--- src/hdl/perf_defs.svh ---
// Purpose: Offsets, field positions, reset values and timing counts of the
//          performance counter block.
// Assumes: Byte-wide register port; 100 MHz mclk.
// Notes:   Definitions only.
`ifndef PERF_DEFS_SVH
`define PERF_DEFS_SVH

// ----------------------------------------------------------------------
// Register offsets
// ----------------------------------------------------------------------
`define VIOL_HIGH_OFS     8'h00
`define VIOL_LOW_OFS      8'h01
`define CRC_HIGH_OFS      8'h02
`define CRC_LOW_OFS       8'h03
`define FAR_HIGH_OFS      8'h04
`define FAR_LOW_OFS       8'h05
`define MASK_TWO_OFS      8'h17

// ----------------------------------------------------------------------
// Fields, widths and reset values
// ----------------------------------------------------------------------
`define VIOL_W            16
`define CRC_W             10
`define FAR_W             10
`define ALIGN_W           12
`define ALIGN_SPLIT       6
`define SEC_MASK_BIT      4
`define MASK_TWO_RST      8'h00
`define UNMAPPED_DATA     8'h00
`define MF_FRAME_A        4'hD
`define MF_FRAME_B        4'hF

// ----------------------------------------------------------------------
// Timing
// ----------------------------------------------------------------------
`define MCLK_PERIOD_NS    10
`define LONG_PERIOD_US    1000000
`define SHORT_PERIOD_US   62500
`define LONG_CYCLES  ((`LONG_PERIOD_US * 1000) / `MCLK_PERIOD_NS)
`define SHORT_CYCLES ((`SHORT_PERIOD_US * 1000) / `MCLK_PERIOD_NS)

`endif

--- src/hdl/perf_pkg.sv ---
// Purpose: Shared types of the performance counter block.
// Assumes: Nothing beyond the defs header.
// Notes:   Widths follow the counter sizes.
package perf_pkg;
  typedef logic [7:0]  byte_t;
  typedef logic [15:0] viol_t;
  typedef logic [9:0]  word_err_t;
  typedef logic [11:0] align_t;
  typedef logic [31:0] tmr_t;
endpackage

--- src/hdl/interval_counter.sv ---
// Purpose: One counter that runs over an interval and is latched at its end.
// Assumes: boundary and inc come from mclk logic.
// Notes:   SAT chooses saturation at all ones instead of wrapping.
`timescale 1ns/1ps
`default_nettype none
module interval_counter #(
  parameter int unsigned W   = 10,
  parameter bit          SAT = 1'b0
) (
  // Clock and reset.
  input  wire logic         mclk,
  input  wire logic         rst_n,
  // Events.
  input  wire logic         inc,
  input  wire logic         boundary,
  // Latched count of the last interval.
  output logic [W-1:0]      count
);
  logic [W-1:0] run_reg;
  logic [W-1:0] run_next;
  logic [W-1:0] held_reg;

  // An event in the boundary cycle still belongs to the closing interval.
  always_comb begin
    run_next = run_reg;
    if (inc && !(SAT && (&run_reg))) begin
      run_next = run_reg + {{(W-1){1'b0}}, 1'b1};
    end
  end

  // Running count restarts from zero as the total is latched.
  always_ff @(posedge mclk or negedge rst_n) begin
    if (!rst_n) begin
      run_reg  <= '0;
      held_reg <= '0;
    end else if (boundary) begin
      held_reg <= run_next;
      run_reg  <= '0;
    end else begin
      run_reg  <= run_next;
    end
  end

  assign count = held_reg;
endmodule // interval_counter
`default_nettype wire

--- src/hdl/e1_performance_error_counters.sv ---
// Purpose: Receive-side performance counters of an E1 transceiver with
//          their byte-wide register port.
// Assumes: Line bits, framer flags and control bits come from mclk logic;
//          the register port pins are asynchronous to mclk.
// Notes:   Overview of operation follows.
//
// Overview of operation
// - All four counts latch each second, or each 62.5 ms when selected.
// - Violation count is 16 bits, high byte at 00, low at 01.
// - Violation mode 0 counts marks repeating the previous mark polarity.
// - In mode 0 with HDB3 decoding on, substitution code word violations are skipped.
// - Violation mode 1 counts violations sharing the previous one's polarity.
// - Violation counting never stops, even without frame or multiframe sync.
// - Violation count saturates at 65,535 and never wraps.
// - CRC4 count is 10 bits: bits 9..8 at 02[1:0], bits 7..0 at 03.
// - CRC4 and E-bit counts halt on frame or CRC4 multiframe sync loss.
// - E-bit count takes the first bit of frames 13 and 15.
// - E-bit count adds one for each received E-bit of zero.
// - E-bit count is 10 bits: bits 9..8 at 04[1:0], bits 7..0 at 05.
// - Alignment count is 12 bits; its upper six bits sit at 02[7:2].
// - Alignment count lower six bits sit at 04[7:2].
// - Alignment count tallies errored words; halts only on frame sync loss.
// - CRC4, E-bit and alignment counts wrap freely; no saturation needed.
// - Mask bit 4 at 17 enables the one-second timer interrupt when set.
`timescale 1ns/1ps
`default_nettype none
`include "perf_defs.svh"
module e1_performance_error_counters #(
  parameter int unsigned LONG_CYCLES  = `LONG_CYCLES,
  parameter int unsigned SHORT_CYCLES = `SHORT_CYCLES
) (
  // Clock and reset.
  input  wire logic           mclk,
  input  wire logic           rst_n,
  // Received line bits, one strobe per bit.
  input  wire logic           rx_bit_stb,
  input  wire logic           rx_pos,
  input  wire logic           rx_neg,
  // Framer events and sync state.
  input  wire logic           align_word_err,
  input  wire logic           crc_word_err,
  input  wire logic           ebit_stb,
  input  wire logic [3:0]     ebit_frame,
  input  wire logic           ebit_value,
  input  wire logic           frame_sync_lost,
  input  wire logic           crc_mf_sync_lost,
  input  wire logic           cas_mf_sync_lost,
  // Control bits held elsewhere.
  input  wire logic           period_short,
  input  wire logic           code_viol_mode,
  input  wire logic           hdb3_enable,
  // Register port pins.
  input  wire logic           port_cs_n,
  input  wire logic           port_rd_n,
  input  wire logic           port_wr_n,
  input  wire perf_pkg::byte_t port_addr,
  input  wire perf_pkg::byte_t port_data_in,
  output perf_pkg::byte_t     port_data_out,
  output logic                port_data_oe,
  // Timer event.
  output logic                timer_tick,
  output logic                timer_irq
);
  import perf_pkg::*;

  // ----------------------------------------------------------------------
  // Reset release
  // ----------------------------------------------------------------------
  logic rst_meta_reg;
  logic rst_sync_reg;

  // Release is synchronised; assertion stays asynchronous.
  always_ff @(posedge mclk or negedge rst_n) begin
    if (!rst_n) begin
      rst_meta_reg <= 1'b0;
      rst_sync_reg <= 1'b0;
    end else begin
      rst_meta_reg <= 1'b1;
      rst_sync_reg <= rst_meta_reg;
    end
  end

  // ----------------------------------------------------------------------
  // Interval timer
  // ----------------------------------------------------------------------
  tmr_t tmr_reg;
  tmr_t tmr_limit;
  logic tick_reg;

  assign tmr_limit = period_short ? tmr_t'(SHORT_CYCLES - 1)
                                  : tmr_t'(LONG_CYCLES - 1);

  // A change of period takes effect at once; a count past the new limit
  // restarts from zero with a tick on the next clock rather than stalling.
  always_ff @(posedge mclk or negedge rst_sync_reg) begin
    if (!rst_sync_reg) begin
      tmr_reg  <= '0;
      tick_reg <= 1'b0;
    end else if (tmr_reg >= tmr_limit) begin
      tmr_reg  <= '0;
      tick_reg <= 1'b1;
    end else begin
      tmr_reg  <= tmr_reg + 32'h0000_0001;
      tick_reg <= 1'b0;
    end
  end

  assign timer_tick = tick_reg;

  // ----------------------------------------------------------------------
  // Violation detection
  // ----------------------------------------------------------------------
  logic       have_mark_reg;
  logic       mark_pol_reg;
  logic [2:0] zero_run_reg;
  logic       have_bpv_reg;
  logic       bpv_pol_reg;
  logic       mark;
  logic       bpv;
  logic       sub_word;
  logic       code_viol;
  logic       viol_inc;

  assign mark = rx_pos | rx_neg;

  // A mark whose polarity repeats the previous mark.
  assign bpv = rx_bit_stb & mark & have_mark_reg
             & (rx_pos == mark_pol_reg);

  // 000V follows three zeros, B00V two; both are legal HDB3 words.
  assign sub_word = (zero_run_reg == 3'h2) || (zero_run_reg == 3'h3);

  // Successive violations of one polarity are code violations.
  assign code_viol = bpv & have_bpv_reg & (rx_pos == bpv_pol_reg);

  // No sync input is looked at here, so counting never pauses.
  assign viol_inc = code_viol_mode ? code_viol
                  : (bpv & ~(hdb3_enable & sub_word));

  // Polarity history and zero run length, saturating at four.
  always_ff @(posedge mclk or negedge rst_sync_reg) begin
    if (!rst_sync_reg) begin
      have_mark_reg <= 1'b0;
      mark_pol_reg  <= 1'b0;
      zero_run_reg  <= 3'h0;
    end else if (rx_bit_stb) begin
      if (mark) begin
        have_mark_reg <= 1'b1;
        mark_pol_reg  <= rx_pos;
        zero_run_reg  <= 3'h0;
      end else if (zero_run_reg != 3'h4) begin
        zero_run_reg  <= zero_run_reg + 3'h1;
      end
    end
  end

  // Polarity of the last violation seen.
  always_ff @(posedge mclk or negedge rst_sync_reg) begin
    if (!rst_sync_reg) begin
      have_bpv_reg <= 1'b0;
      bpv_pol_reg  <= 1'b0;
    end else if (bpv) begin
      have_bpv_reg <= 1'b1;
      bpv_pol_reg  <= rx_pos;
    end
  end

  // ----------------------------------------------------------------------
  // Framer event qualification
  // ----------------------------------------------------------------------
  logic crc_inc;
  logic far_inc;
  logic align_inc;
  logic mf_ok;
  logic ebit_slot;

  // CAS multiframe loss deliberately plays no part in any gate.
  assign mf_ok = ~frame_sync_lost & ~crc_mf_sync_lost;

  assign ebit_slot = (ebit_frame == `MF_FRAME_A)
                   || (ebit_frame == `MF_FRAME_B);

  assign crc_inc   = crc_word_err & mf_ok;
  assign far_inc   = ebit_stb & ebit_slot & ~ebit_value & mf_ok;
  assign align_inc = align_word_err & ~frame_sync_lost;

  // ----------------------------------------------------------------------
  // Counters
  // ----------------------------------------------------------------------
  viol_t     viol_count;
  word_err_t crc_count;
  word_err_t far_count;
  align_t    align_count;

  // Only the violation counter can overrun within a second.
  interval_counter #(.W(`VIOL_W), .SAT(1'b1)) u_viol (
    .mclk     (mclk),
    .rst_n    (rst_sync_reg),
    .inc      (viol_inc),
    .boundary (tick_reg),
    .count    (viol_count)
  );

  // At most 1000 per second, so a 10-bit wrap never occurs.
  interval_counter #(.W(`CRC_W), .SAT(1'b0)) u_crc (
    .mclk     (mclk),
    .rst_n    (rst_sync_reg),
    .inc      (crc_inc),
    .boundary (tick_reg),
    .count    (crc_count)
  );

  // Far-end block errors, also bounded by 1000 per second.
  interval_counter #(.W(`FAR_W), .SAT(1'b0)) u_far (
    .mclk     (mclk),
    .rst_n    (rst_sync_reg),
    .inc      (far_inc),
    .boundary (tick_reg),
    .count    (far_count)
  );

  // Alignment word errors, bounded by 4000 per second.
  interval_counter #(.W(`ALIGN_W), .SAT(1'b0)) u_align (
    .mclk     (mclk),
    .rst_n    (rst_sync_reg),
    .inc      (align_inc),
    .boundary (tick_reg),
    .count    (align_count)
  );

  // ----------------------------------------------------------------------
  // Register port input synchronisers
  // ----------------------------------------------------------------------
  logic  cs_meta_reg;
  logic  cs_reg;
  logic  rd_meta_reg;
  logic  rd_reg;
  logic  wr_meta_reg;
  logic  wr_reg;
  logic  wr_dly_reg;
  byte_t addr_meta_reg;
  byte_t addr_reg;
  byte_t din_meta_reg;
  byte_t din_reg;

  // Strobes are active-low pins; copies here are active high.
  always_ff @(posedge mclk or negedge rst_sync_reg) begin
    if (!rst_sync_reg) begin
      cs_meta_reg <= 1'b0;
      cs_reg      <= 1'b0;
      rd_meta_reg <= 1'b0;
      rd_reg      <= 1'b0;
      wr_meta_reg <= 1'b0;
      wr_reg      <= 1'b0;
      wr_dly_reg  <= 1'b0;
    end else begin
      cs_meta_reg <= ~port_cs_n;
      cs_reg      <= cs_meta_reg;
      rd_meta_reg <= ~port_rd_n;
      rd_reg      <= rd_meta_reg;
      wr_meta_reg <= ~port_wr_n & ~port_cs_n;
      wr_reg      <= wr_meta_reg;
      wr_dly_reg  <= wr_reg;
    end
  end

  // Address and data are stable across a strobe, so plain two-stage
  // capture is enough; writes use the values sampled on the first clock after the write strobe ends.
  always_ff @(posedge mclk or negedge rst_sync_reg) begin
    if (!rst_sync_reg) begin
      addr_meta_reg <= 8'h00;
      addr_reg      <= 8'h00;
      din_meta_reg  <= 8'h00;
      din_reg       <= 8'h00;
    end else begin
      addr_meta_reg <= port_addr;
      addr_reg      <= addr_meta_reg;
      din_meta_reg  <= port_data_in;
      din_reg       <= din_meta_reg;
    end
  end

  // ----------------------------------------------------------------------
  // Writable mask register
  // ----------------------------------------------------------------------
  byte_t mask_two_reg;
  logic  wr_done;

  // Writes land when the write strobe ends, with data fully settled.
  assign wr_done = wr_dly_reg & ~wr_reg;

  // Other bits are kept as storage for units outside this block.
  always_ff @(posedge mclk or negedge rst_sync_reg) begin
    if (!rst_sync_reg) begin
      mask_two_reg <= `MASK_TWO_RST;
    end else if (wr_done && (addr_reg == `MASK_TWO_OFS)) begin
      mask_two_reg <= din_reg;
    end
  end

  // ----------------------------------------------------------------------
  // Timer interrupt
  // ----------------------------------------------------------------------
  logic irq_reg;

  // One-cycle pulse per boundary, passed only while the mask bit is one.
  always_ff @(posedge mclk or negedge rst_sync_reg) begin
    if (!rst_sync_reg) begin
      irq_reg <= 1'b0;
    end else begin
      irq_reg <= tick_reg & mask_two_reg[`SEC_MASK_BIT];
    end
  end

  assign timer_irq = irq_reg;

  // ----------------------------------------------------------------------
  // Read path
  // ----------------------------------------------------------------------
  byte_t rd_mux;
  byte_t dout_reg;
  logic  oe_reg;

  // Byte packing of the counts; unmapped offsets read as zero.
  always_comb begin
    case (addr_reg)
      `VIOL_HIGH_OFS: rd_mux = viol_count[15:8];
      `VIOL_LOW_OFS:  rd_mux = viol_count[7:0];
      `CRC_HIGH_OFS:  rd_mux = {align_count[11:`ALIGN_SPLIT],
                                crc_count[9:8]};
      `CRC_LOW_OFS:   rd_mux = crc_count[7:0];
      `FAR_HIGH_OFS:  rd_mux = {align_count[`ALIGN_SPLIT-1:0],
                                far_count[9:8]};
      `FAR_LOW_OFS:   rd_mux = far_count[7:0];
      `MASK_TWO_OFS:  rd_mux = mask_two_reg;
      default:        rd_mux = `UNMAPPED_DATA;
    endcase
  end

  // Latched counts only change at boundaries, so software that reads
  // within one interval sees a coherent set; a read straddling a
  // boundary may mix two intervals.
  always_ff @(posedge mclk or negedge rst_sync_reg) begin
    if (!rst_sync_reg) begin
      dout_reg <= 8'h00;
      oe_reg   <= 1'b0;
    end else begin
      dout_reg <= rd_mux;
      oe_reg   <= cs_reg & rd_reg;
    end
  end

  assign port_data_out = dout_reg;
  assign port_data_oe  = oe_reg;

  // ----------------------------------------------------------------------
  // Unused inputs
  // ----------------------------------------------------------------------
  logic unused_ok;

  // CAS multiframe state is accepted but has no effect on any count.
  assign unused_ok = cas_mf_sync_lost;

endmodule // e1_performance_error_counters
`default_nettype wire

--- config.mk ---
export PLATFORM = sky130hd
export DESIGN_NAME = e1_performance_error_counters
export DESIGN_NICKNAME = d
export VERILOG_FILES = /design/src/hdl/perf_pkg.sv /design/src/hdl/interval_counter.sv /design/src/hdl/e1_performance_error_counters.sv
export VERILOG_INCLUDE_DIRS = /design/src /design/src/hdl
export SDC_FILE = /design/constraint.sdc
export NUM_CORES = 1
export LEC_CHECK = 0
export BUFFER_PORTS_ARGS = -buffer_cell sky130_fd_sc_hd__buf_2
export CAP_MARGIN = 20
export CORE_UTILIZATION = 55
export DETAILED_ROUTE_END_ITERATION = 10
export HOLD_SLACK_MARGIN = 0.1
export PLACE_DENSITY = 0.79
export SETUP_SLACK_MARGIN = 0.5
export SLEW_MARGIN = 20
export SYNTH_ARGS = -nofsm -noshare
export SYNTH_HDL_FRONTEND = slang
export SYNTH_HIERARCHICAL = 1
export SYNTH_SLANG_ARGS = --single-unit
export TNS_END_PERCENT = 1
--- constraint.sdc ---
create_clock -name mclk -period 6.2 [get_ports mclk]
set_input_delay 0.31 -clock mclk [delete_from_list [all_inputs] [get_ports mclk]]
set_output_delay 0.31 -clock mclk [all_outputs]
set_load 0.02 [all_outputs]
==> flow_summary.json, run 1 <==
{
  "gr-total-overflow": 0,
  "wl_per_cell_um": 16.45,
  "diodes": 0,
  "drc": 0,
  "vias": 6171,
  "ant_nets": 0,
  "drive_gt1_share_pct": 16.45,
  "ios": 49,
  "fin_setup_tns_ns": 0,
  "core_um2": 15430,
  "ys.flop_type": "dfrtp_1",
  "synth_area_um2": 8820,
  "r2r_start": "zero_run_reg[0]",
  "finalCriticalPeriod_ns": 2.954,
  "pwr_density_cell_nw_per_um2": 252.7,
  "worst_setup_path_start_kind": "flop",
  "setup_ws_ns": 3.246,
  "critPathMaxStageDelay_ns": 0.55,
  "final_cell_mix": "dfrtp_1 (193), nor2_1 (78), a21oi_1 (54), nand2_1 (52), buf_2 (46)",
  "p_switching_mw": 0.6437,
  "clock_latency_ns": 0.44,
  "required_ns": 6.56,
  "critPathLaunch": "zero_run_reg[0]",
  "finish.utilization_pct": 65.08,
  "synth-seq-cells": 195,
  "grt_first_pass_wirelength_um": 29660,
  "cp_max_fo": 7,
  "synthCells": 790,
  "synth_edf_count": 0,
  "power_frac_clock_pct": 43.8,
  "wl_um": 17670,
  "io_buffer_count": 46,
  "antenna_found_initial": 0,
  "viasPerCell": 5.746,
  "cts_buffer_depth": 2,
  "ys_seq_area_share_pct": 55.33,
  "fin_crit_sh_pct": 47.65,
  "power_leakage_nw": 4.485,
  "num_rows": 45,
  "first_pass_iters": 5,
  "grtUsageTotal_pct": 23.21,
  "fmax_mhz": 338.5,
  "largest_reg_flops": 32,
  "pre_cts_ws_ns": 3.269,
  "holdCritPathClass": "primary input to async pin",
  "async_flop_share_pct": 100.0,
  "cap_violations": 0,
  "p_comb_share_pct": 4.1,
  "path_cells": "ha_1, ha_1, a21o_1, a21oi_1, a31oi_1, nor3_1, and3_1, nand4_1, or4_1, a31oi_1",
  "cts_hold_buf": 21,
  "maxSlewHeadroom_pct": 29.72,
  "final_cell_count_no_fill": 1074,
  "syn_area_per_cell_um2": 11.16,
  "initial_utilization_pct": 57.17,
  "fin_area_um2": 10040,
  "place_inst": 1020,
  "rsz0062_at_grt": "no",
  "synth_area_leaders": "dfrtp_1 (55%), ha_1 (3.5%), nor2_1 (3.3%)",
  "gp_congestion": 0.7925,
  "dieArea_um2": 16550,
  "synth_top_area_cell": "dfrtp_1",
  "cts_root_buf": "clkbuf_16",
  "hpwlAfterDp_um": 10800,
  "numCtsBuffers": 17,
  "die_w_um": 128.6,
  "dr.first_iter.drc_count": 449,
  "status": "finished, final reports clean",
  "ctsHtreeMaxLevel": 4,
  "ys_types": 62,
  "internal_power_mw": 1.893,
  "hold_slack_ns": 0.1776,
  "placed_area_um2": 9188,
  "cts.clk_slew.worst_paths_ns": 0.08,
  "synth_top_area_share_pct": 55.33,
  "path_buf_inv": 0,
  "crit_family": "simple AND/OR/NAND/NOR gates",
  "seqPwrFrac_pct": 52.1,
  "cp_slowest_cell": "nor3_1",
  "tritoncts": "done",
  "rrSetupSlack_ns": 3.25,
  "path_class": "flop to flop",
  "power_mw": 2.537,
  "syn_to_final_growth_pct": 13.83,
  "nNetsFinal": 913,
  "crit_path_end_kind": "flop",
  "switching_share_pct": 25.37,
  "grt_pass1_vias": 6027,
  "ctsResizeCount": 0,
  "setup_violations": 0,
  "clock-sinks": 195,
  "post_cts.repair.setup_buffers": 0,
  "cp.arrival_ns": 3.31,
  "final_common_cell": "dfrtp_1",
  "hold_violations": 0,
  "die_y_um": 128.6,
  "skew_ns": 0.01123,
  "slew_violations": 0,
  "ir_worst_vdd_mv": 0.2121,
  "ys_warn_count": 6,
  "tightest_slew_ns": 1.046,
  "grt_max_degree": 194
}
-- cell type report --
type                    instances  area [µm²]
repair buffers                 72       510.5
fillers                      1160        5388
clock inverters                15       182.7
inverters                      23       86.33
clock buffers                  17       425.4
well taps                     211       264.0
flip-flops and latches        195        4887
multi-input cells             541        3684
-- power groups by stage --
stage / logic (mW) / registers [mW] / clock network (mW)
final: 0.104 / 1.32 / 1.11
after global routing: 0.119 / 1.33 / 1.18
after CTS: 0.103 / 1.32 / 1.13
after detailed placement: 0.0918 / 1.35 / 0
after global placement: 0.0893 / 1.34 / 0
after floorplan: 0.0493 / 1.35 / 0
-- worst paths after layout --
path / endpoint / cells past startpoint
max reg2reg: u_viol/count[15] / 10
min reg2reg: u_crc/run_reg[0] / 1
max in group asynchronous: timer_tick / 2
min: rst_sync_reg / 2
max: u_viol/count[15] / 10
min in group mclk: mark_pol_reg / 3
-- per-layer routing --
layer  global-route usage (%)  vias to the layer above  part of all wire (%)
met5                        0                        -                     0
met2                    38.28                      115                    51
li1                         -                     2977                     -
met1                    30.31                     3047                    44
met3                    5.322                       32                   2.8
met4                    8.166                        0                   2.1
-- cell families (layout without fill, tap and decap cells) --
| family | after synthesis | in the layout | synth area share (%) |
|---|---|---|---|
| AO/OA/AOI/OAI | 143 | 143 | 10.21 |
| XOR/XNOR | 42 | 42 | 4.171 |
| adder cells (fa/ha/maj) | 25 | 25 | 3.547 |
| buffers and inverters | 57 | 127 | 3.107 |
| flip-flops | 195 | 195 | 55.33 |
| multiplexers | 23 | 23 | 3.887 |
| other | 2 | 5 | 0.08515 |
| AND/OR/NAND/NOR | 303 | 303 | 19.66 |
-- synthesized netlist by cell type (6+ instances only) --
master	number
xor2_1	22
nand4_1	22
nand2_1	52
clkbuf_1	14
buf_2	8
and4_1	10
nor3_2	11
or3_1	17
or4_1	7
a21oi_1	54
and2_1	6
nor2_1	78
o21ai_0	29
dfrtp_1	195
xnor2_1	20
mux4_2	8
ha_1	25
nand3_1	25
a221oi_1	9
a31oi_1	24
inv_1	23
mux2_2	10
nor3_1	23
nor2b_1	10
(Power assumes the default switching activity.)
==> inputs of run 2 (changes only) <==
--- a/config.mk
+++ b/config.mk
@@ -8,10 +8,10 @@
 export LEC_CHECK = 0
 export BUFFER_PORTS_ARGS = -buffer_cell sky130_fd_sc_hd__buf_2
 export CAP_MARGIN = 20
-export CORE_UTILIZATION = 55
+export CORE_UTILIZATION = 61
 export DETAILED_ROUTE_END_ITERATION = 10
 export HOLD_SLACK_MARGIN = 0.1
-export PLACE_DENSITY = 0.79
+export PLACE_DENSITY = 0.83
 export SETUP_SLACK_MARGIN = 0.5
 export SLEW_MARGIN = 20
 export SYNTH_ARGS = -nofsm -noshare
==> constraint.sdc (replaced) <==
create_clock -name mclk -period 3 [get_ports mclk]
set_input_delay 0.15 -clock mclk [delete_from_list [all_inputs] [get_ports mclk]]
set_output_delay 0.15 -clock mclk [all_outputs]
set_load 0.02 [all_outputs]
==> run 2 against run 1 <==
  * First-iteration DRC count is 33% higher
  * Wire length is 6.5% higher
  * Setup slack worse by 2.8 ns
  * Total power is 110% higher
  * Sequential power is 110% higher
  * Cell area is 1.6% higher
  * Clock-buffer cell count stayed put
  * Fmax is 16% higher
  * Utilization is 7.8 points higher
  * Largest power group unchanged
==> flow_summary.json, run 2 (synthesized netlist as in run 1, its figures left out) <==
{
  "cp.arrival_ns": 2.91,
  "wl_um": 18820,
  "ctsHtreeMaxLevel": 4,
  "cts.clk_slew.worst_paths_ns": 0.07,
  "pwr_density_cell_nw_per_um2": 516.4,
  "clock_latency_ns": 0.44,
  "critPathMaxStageDelay_ns": 0.52,
  "ant_nets": 0,
  "final_common_cell": "dfrtp_1",
  "hold_violations": 0,
  "drive_gt1_share_pct": 18.50,
  "tightest_slew_ns": 0.9391,
  "grt_pass1_vias": 6393,
  "die_y_um": 122.2,
  "fin_crit_sh_pct": 84.99,
  "antenna_found_initial": 0,
  "power_leakage_nw": 4.564,
  "hpwlAfterDp_um": 11950,
  "grt_first_pass_wirelength_um": 30240,
  "grtUsageTotal_pct": 26.48,
  "crit_family": "simple AND/OR/NAND/NOR gates",
  "initial_utilization_pct": 63.05,
  "first_pass_iters": 6,
  "required_ns": 3.36,
  "maxSlewHeadroom_pct": 37.39,
  "holdCritPathClass": "primary input to flop",
  "gr-total-overflow": 0,
  "clock-sinks": 195,
  "final_cell_mix": "dfrtp_1 (193), nor2_1 (78), nand2_1 (52), a21oi_1 (52), buf_2 (46)",
  "cts_buffer_depth": 2,
  "dr.first_iter.drc_count": 596,
  "path_class": "flop to flop",
  "die_w_um": 122.2,
  "diodes": 0,
  "status": "finished, final reports clean",
  "skew_ns": 0.01112,
  "ir_worst_vdd_mv": 0.4962,
  "fin_setup_tns_ns": 0,
  "syn_to_final_growth_pct": 15.62,
  "wl_per_cell_um": 17.74,
  "crit_path_end_kind": "flop",
  "rsz0062_at_grt": "yes",
  "grt_max_degree": 100,
  "cap_violations": 0,
  "tritoncts": "done",
  "cp_max_fo": 4,
  "path_buf_inv": 1,
  "numCtsBuffers": 17,
  "largest_reg_flops": 32,
  "cp_slowest_cell": "or4_4",
  "setup_violations": 0,
  "io_buffer_count": 46,
  "core_um2": 13990,
  "hold_slack_ns": 0.2774,
  "finalCriticalPeriod_ns": 2.550,
  "dieArea_um2": 14940,
  "vias": 6487,
  "num_rows": 43,
  "cts_root_buf": "clkbuf_16",
  "worst_setup_path_start_kind": "flop",
  "nNetsFinal": 932,
  "gp_congestion": 0.8912,
  "setup_ws_ns": 0.4504,
  "pre_cts_ws_ns": 0.3733,
  "drc": 0,
  "slew_violations": 0,
  "fmax_mhz": 392.2,
  "ios": 49,
  "path_cells": "ha_4, ha_4, a21o_1, a21oi_2, a31oi_1, nor3_1, buf_4, and3_4, nand4_1, or4_4, a31oi_1",
  "viasPerCell": 6.114
}
[run 2: path summary, 6_finish.rpt]
check | start | end | slack (ns) | depth (start not counted)
hold / removal | frame_sync_lost | u_align/run_reg[1] | 0.28 | 4
setup reg to reg | zero_run_reg[0] | u_viol/count[15] | 0.45 | 11
hold reg to reg | addr_meta_reg[4] | addr_reg[4] | 0.35 | 0
min in group asynchronous | rst_sync_reg | din_meta_reg[2] | 0.38 | 0
setup / recovery | zero_run_reg[0] | u_viol/count[15] | 0.45 | 11
max in group asynchronous | rst_sync_reg | u_far/run_reg[0] | 1.72 | 1
[run 2: cell type report]
class | instances | area (µm²)
clock inverters | 14 | 168.9
multi-input cells | 541 | 3759
well taps | 180 | 225.2
fillers | 914 | 3791
clock buffers | 17 | 425.4
inverters | 23 | 86.33
repair buffers | 91 | 645.6
flip-flops and latches | 195 | 4887
[run 2: per-layer routing]
metal | GRT usage, % | vias up | wire length (µm)
met1 | 33.14 | 3217 | 7690
met3 | 5.809 | 40 | 956
li1 | - | 3008 | -
met4 | 10.44 | 0 | 438
met2 | 44.84 | 222 | 9738
met5 | 0 | - | 0
[run 2: power by group]
group | switching, mW | internal, mW
clock network | 1.05 | 1.25
logic | 0.115 | 0.0993
registers | 0.0624 | 2.69
total | 1.23 | 4.04
[run 2: repair_timing]
action,CTS,global route
pin swaps,1,5
resized for setup,2,11
setup endpoints to repair,15,21
hold endpoints to repair,27,0
setup buffers,0,6
hold buffers,26,0
[run 2: worst register-to-register path, delay by kind of cell, from the launching register on]
family          cells  cell delay, ns
fa+ha+maj           2            0.36
simple gates        4            1.05
compound gates      4            0.48
flops               1            0.43
buf+inv             1            0.15
[run 2: stage by stage]
stage | util, % | instances | cell area, µm² | power (mW)
floorplan | - | 793 | 8835 | 2.899
global placement | 65.89 | 998 | 9216 | 2.964
detailed placement | 65.89 | 998 | 9216 | 2.980
CTS | 72.03 | 1055 | 10080 | 5.294
global route | 72.90 | 1061 | 10200 | 5.439
finish | 72.90 | 1061 | 10200 | 5.266
==> inputs of run 3 (changes only) <==
--- a/config.mk
+++ b/config.mk
@@ -6,12 +6,13 @@
 export SDC_FILE = /design/constraint.sdc
 export NUM_CORES = 1
 export LEC_CHECK = 0
+export ABC_AREA = 1
 export BUFFER_PORTS_ARGS = -buffer_cell sky130_fd_sc_hd__buf_2
 export CAP_MARGIN = 20
 export CORE_UTILIZATION = 61
 export DETAILED_ROUTE_END_ITERATION = 10
 export HOLD_SLACK_MARGIN = 0.1
-export PLACE_DENSITY = 0.83
+export PLACE_DENSITY = 0.82
 export SETUP_SLACK_MARGIN = 0.5
 export SLEW_MARGIN = 20
 export SYNTH_ARGS = -nofsm -noshare
==> constraint.sdc (replaced) <==
create_clock -name mclk -period 2.55 [get_ports mclk]
set_input_delay 0.1275 -clock mclk [delete_from_list [all_inputs] [get_ports mclk]]
set_output_delay 0.1275 -clock mclk [all_outputs]
set_load 0.02 [all_outputs]
==> run 3 against run 2 <==
  * Worst hold slack got worse by 0.11 ns
  * Clock skew increased by 0.0035 ns
  * Combinational power increased by 26%
  * Wire length increased by 7.4%
  * Cell area increased by 6.3%
  * Synthesized cell count increased by 40%
==> flow_summary.json, run 3 <==
{
  "final_cell_mix": "nand2_1 (323), dfrtp_1 (193), nor2_1 (128), inv_1 (111), nand3_1 (97)",
  "grt_first_pass_wirelength_um": 33990,
  "p_comb_share_pct": 4.3,
  "pwr_density_cell_nw_per_um2": 582.1,
  "syn_to_final_growth_pct": 15.40,
  "ys.flop_type": "dfrtp_1",
  "ios": 49,
  "wl_met2_um": 10280,
  "switching_share_pct": 26.51,
  "status": "finished, final reports clean",
  "tightest_slew_ns": 0.7086,
  "io_buffer_count": 46,
  "internal_power_mw": 4.637,
  "power_mw": 6.309,
  "ys_seq_area_share_pct": 51.96,
  "synth_top_area_share_pct": 51.96,
  "holdCritPathClass": "primary input to flop",
  "cts.clk_slew.worst_paths_ns": 0.08,
  "ant_nets": 0,
  "fin_crit_sh_pct": 82.00,
  "async_flop_share_pct": 100.0,
  "drc": 0,
  "ctsHtreeMaxLevel": 4,
  "synth-seq-cells": 195,
  "finalCriticalPeriod_ns": 2.091,
  "diodes": 0,
  "cp_slowest_cell": "dfrtp_1",
  "core_um2": 14750,
  "fin_setup_tns_ns": 0,
  "cap_violations": 0,
  "grt_max_degree": 81,
  "path_common_cell": "nand2_1",
  "wl_um": 20220,
  "gr-total-overflow": 0,
  "crit_path_end_kind": "flop",
  "path_buf_inv": 2,
  "drive_gt1_share_pct": 13.32,
  "ir_worst_vdd_mv": 0.5859,
  "dieArea_um2": 15900,
  "fin_area_um2": 10840,
  "num_rows": 44,
  "path_cells": "buf_4, ha_1, a21oi_4, nor3b_2, a211oi_2, buf_4, nand4_1, nor2_2, nand2_1, nand2_1, nand3_1, nand2_1",
  "antenna_found_initial": 0,
  "cp.arrival_ns": 2.48,
  "wl_met1_um": 8717,
  "p_switching_mw": 1.672,
  "numCtsBuffers": 17,
  "power_leakage_nw": 5.303,
  "viasPerCell": 5.410,
  "skew_ns": 0.01457,
  "power_frac_clock_pct": 45.3,
  "wl_per_cell_um": 14.60,
  "first_pass_iters": 7,
  "hpwlAfterDp_um": 13000,
  "clock-sinks": 195,
  "clock_latency_ns": 0.45,
  "synth_area_um2": 9392,
  "final_cell_count_no_fill": 1385,
  "setup_violations": 0,
  "syn_area_per_cell_um2": 8.507,
  "critPathMaxStageDelay_ns": 0.39,
  "synth_top_area_cell": "dfrtp_1",
  "synth_edf_count": 0,
  "synth_area_leaders": "dfrtp_1 (52%), nand2_1 (13%), nor2_1 (5.3%)",
  "dr.first_iter.drc_count": 617,
  "hold_violations": 0,
  "grtUsageTotal_pct": 27.42,
  "seqPwrFrac_pct": 50.4,
  "placed_area_um2": 9844,
  "ys_types": 45,
  "post-synth-top-count-cell": "nand2_1",
  "largest_reg_flops": 32,
  "initial_utilization_pct": 63.65,
  "pre_cts_ws_ns": 0.3316,
  "cp_max_fo": 4,
  "dr_wl_met3_um": 814,
  "nNetsFinal": 1251,
  "ys_warn_count": 6,
  "die_w_um": 126.1,
  "crit_family": "simple AND/OR/NAND/NOR gates",
  "path_class": "flop to flop",
  "vias": 7493,
  "cts_buffer_depth": 2,
  "fmax_mhz": 478.2,
  "place_inst": 1324,
  "worst_setup_path_start_kind": "flop",
  "gp_congestion": 0.8803,
  "die_y_um": 126.1,
  "required_ns": 2.94,
  "maxSlewHeadroom_pct": 52.66,
  "tritoncts": "done",
  "setup_ws_ns": 0.4590,
  "highest_layer": "met4",
  "cts_root_buf": "clkbuf_16",
  "grt_pass1_vias": 7219,
  "synthCells": 1104,
  "synth_common_cells": "nand2_1 (323), dfrtp_1 (195), nor2_1 (132)",
  "rsz0062_at_grt": "yes",
  "slew_violations": 0,
  "final_common_cell": "nand2_1"
}
run 3: changes by cell type in the layout (fill, tap and decap cells not counted), moves of 13 or more:
cell | before | now
a31oi_1 | 24 | 2
o21ai_1 | 0 | 13
nand3_1 | 25 | 97
nor2_1 | 78 | 128
inv_1 | 23 | 111
nand2_1 | 52 | 323
nor3_1 | 23 | 4
or3_1 | 17 | 0
a21oi_1 | 52 | 10
run 3: repair_timing:
item,in CTS,in global routing
buffers inserted,2,0
resized for setup,10,5
setup endpoints to repair,20,58
hold endpoints to repair,24,0
hold buffers,27,0
pin swaps,9,8
run 3: power groups by stage:
stage / clock, mW / sequential, mW / combinational [mW]
after floorplan: 0 / 3.27 / 0.100
after global placement: 0 / 3.24 / 0.211
after detailed placement: 0 / 3.24 / 0.219
after CTS: 2.89 / 3.18 / 0.260
after global routing: 3.02 / 3.19 / 0.301
final: 2.86 / 3.18 / 0.269
run 3: cells by family after synthesis:
family,count (synthesis),synth area share [%]
multiplexers,3,0.3198
other,2,0.07997
AND/OR/NAND/NOR,644,31.53
XOR/XNOR,33,3.157
buffers and inverters,137,5.889
adder cells (fa/ha/maj),25,3.331
flip-flops,195,51.96
AO/OA/AOI/OAI,65,3.730
run 3: worst min-delay path, stage by stage:
cell	delay, ns
buf_2	0.09
nor3b_1	0.10
xnor2_1	0.17
nor2_1	0.09
run 3: path summary, 6_finish.rpt:
kind / startpoint / to / slack (ns) / depth (start not counted)
setup / recovery: zero_run_reg[1] / u_viol/count[6] / 0.46 / 12
hold / removal: crc_mf_sync_lost / u_crc/run_reg[0] / 0.17 / 4
setup reg to reg: zero_run_reg[1] / u_viol/count[6] / 0.46 / 12
hold reg to reg: rst_sync_reg / wr_reg / 0.29 / 0
max in group asynchronous: rst_sync_reg / tmr_reg[10] / 1.43 / 1
min in group asynchronous: rst_sync_reg / wr_reg / 0.29 / 0
run 3: per-stage QoR:
step / hold slack [ns] / util (%)
3_5_place_dp: -0.08566 / 66.72
5_1_grt: 0.2281 / 73.46
4_1_cts: 0.1633 / 73.27
2_1_floorplan: -0.1681 / -
6_report: 0.1722 / 73.46
3_3_place_gp: -0.08501 / 66.72
run 3: metal layers:
layer,up-vias,global-route usage [%]
li1,3654,-
met1,3597,35.10
met2,203,46.80
met3,39,4.545
met4,0,10.70
met5,-,0
run 3: area by class of cell:
cell class / count / area (µm²)
sequential: 195 / 4885
multi-input combinational: 775 / 4026
fill: 998 / 3916
timing repair buffer: 82 / 605.6
inverter: 117 / 439.2
clock buffer: 17 / 425.4
tap: 184 / 230.2
clock inverter: 15 / 226.5
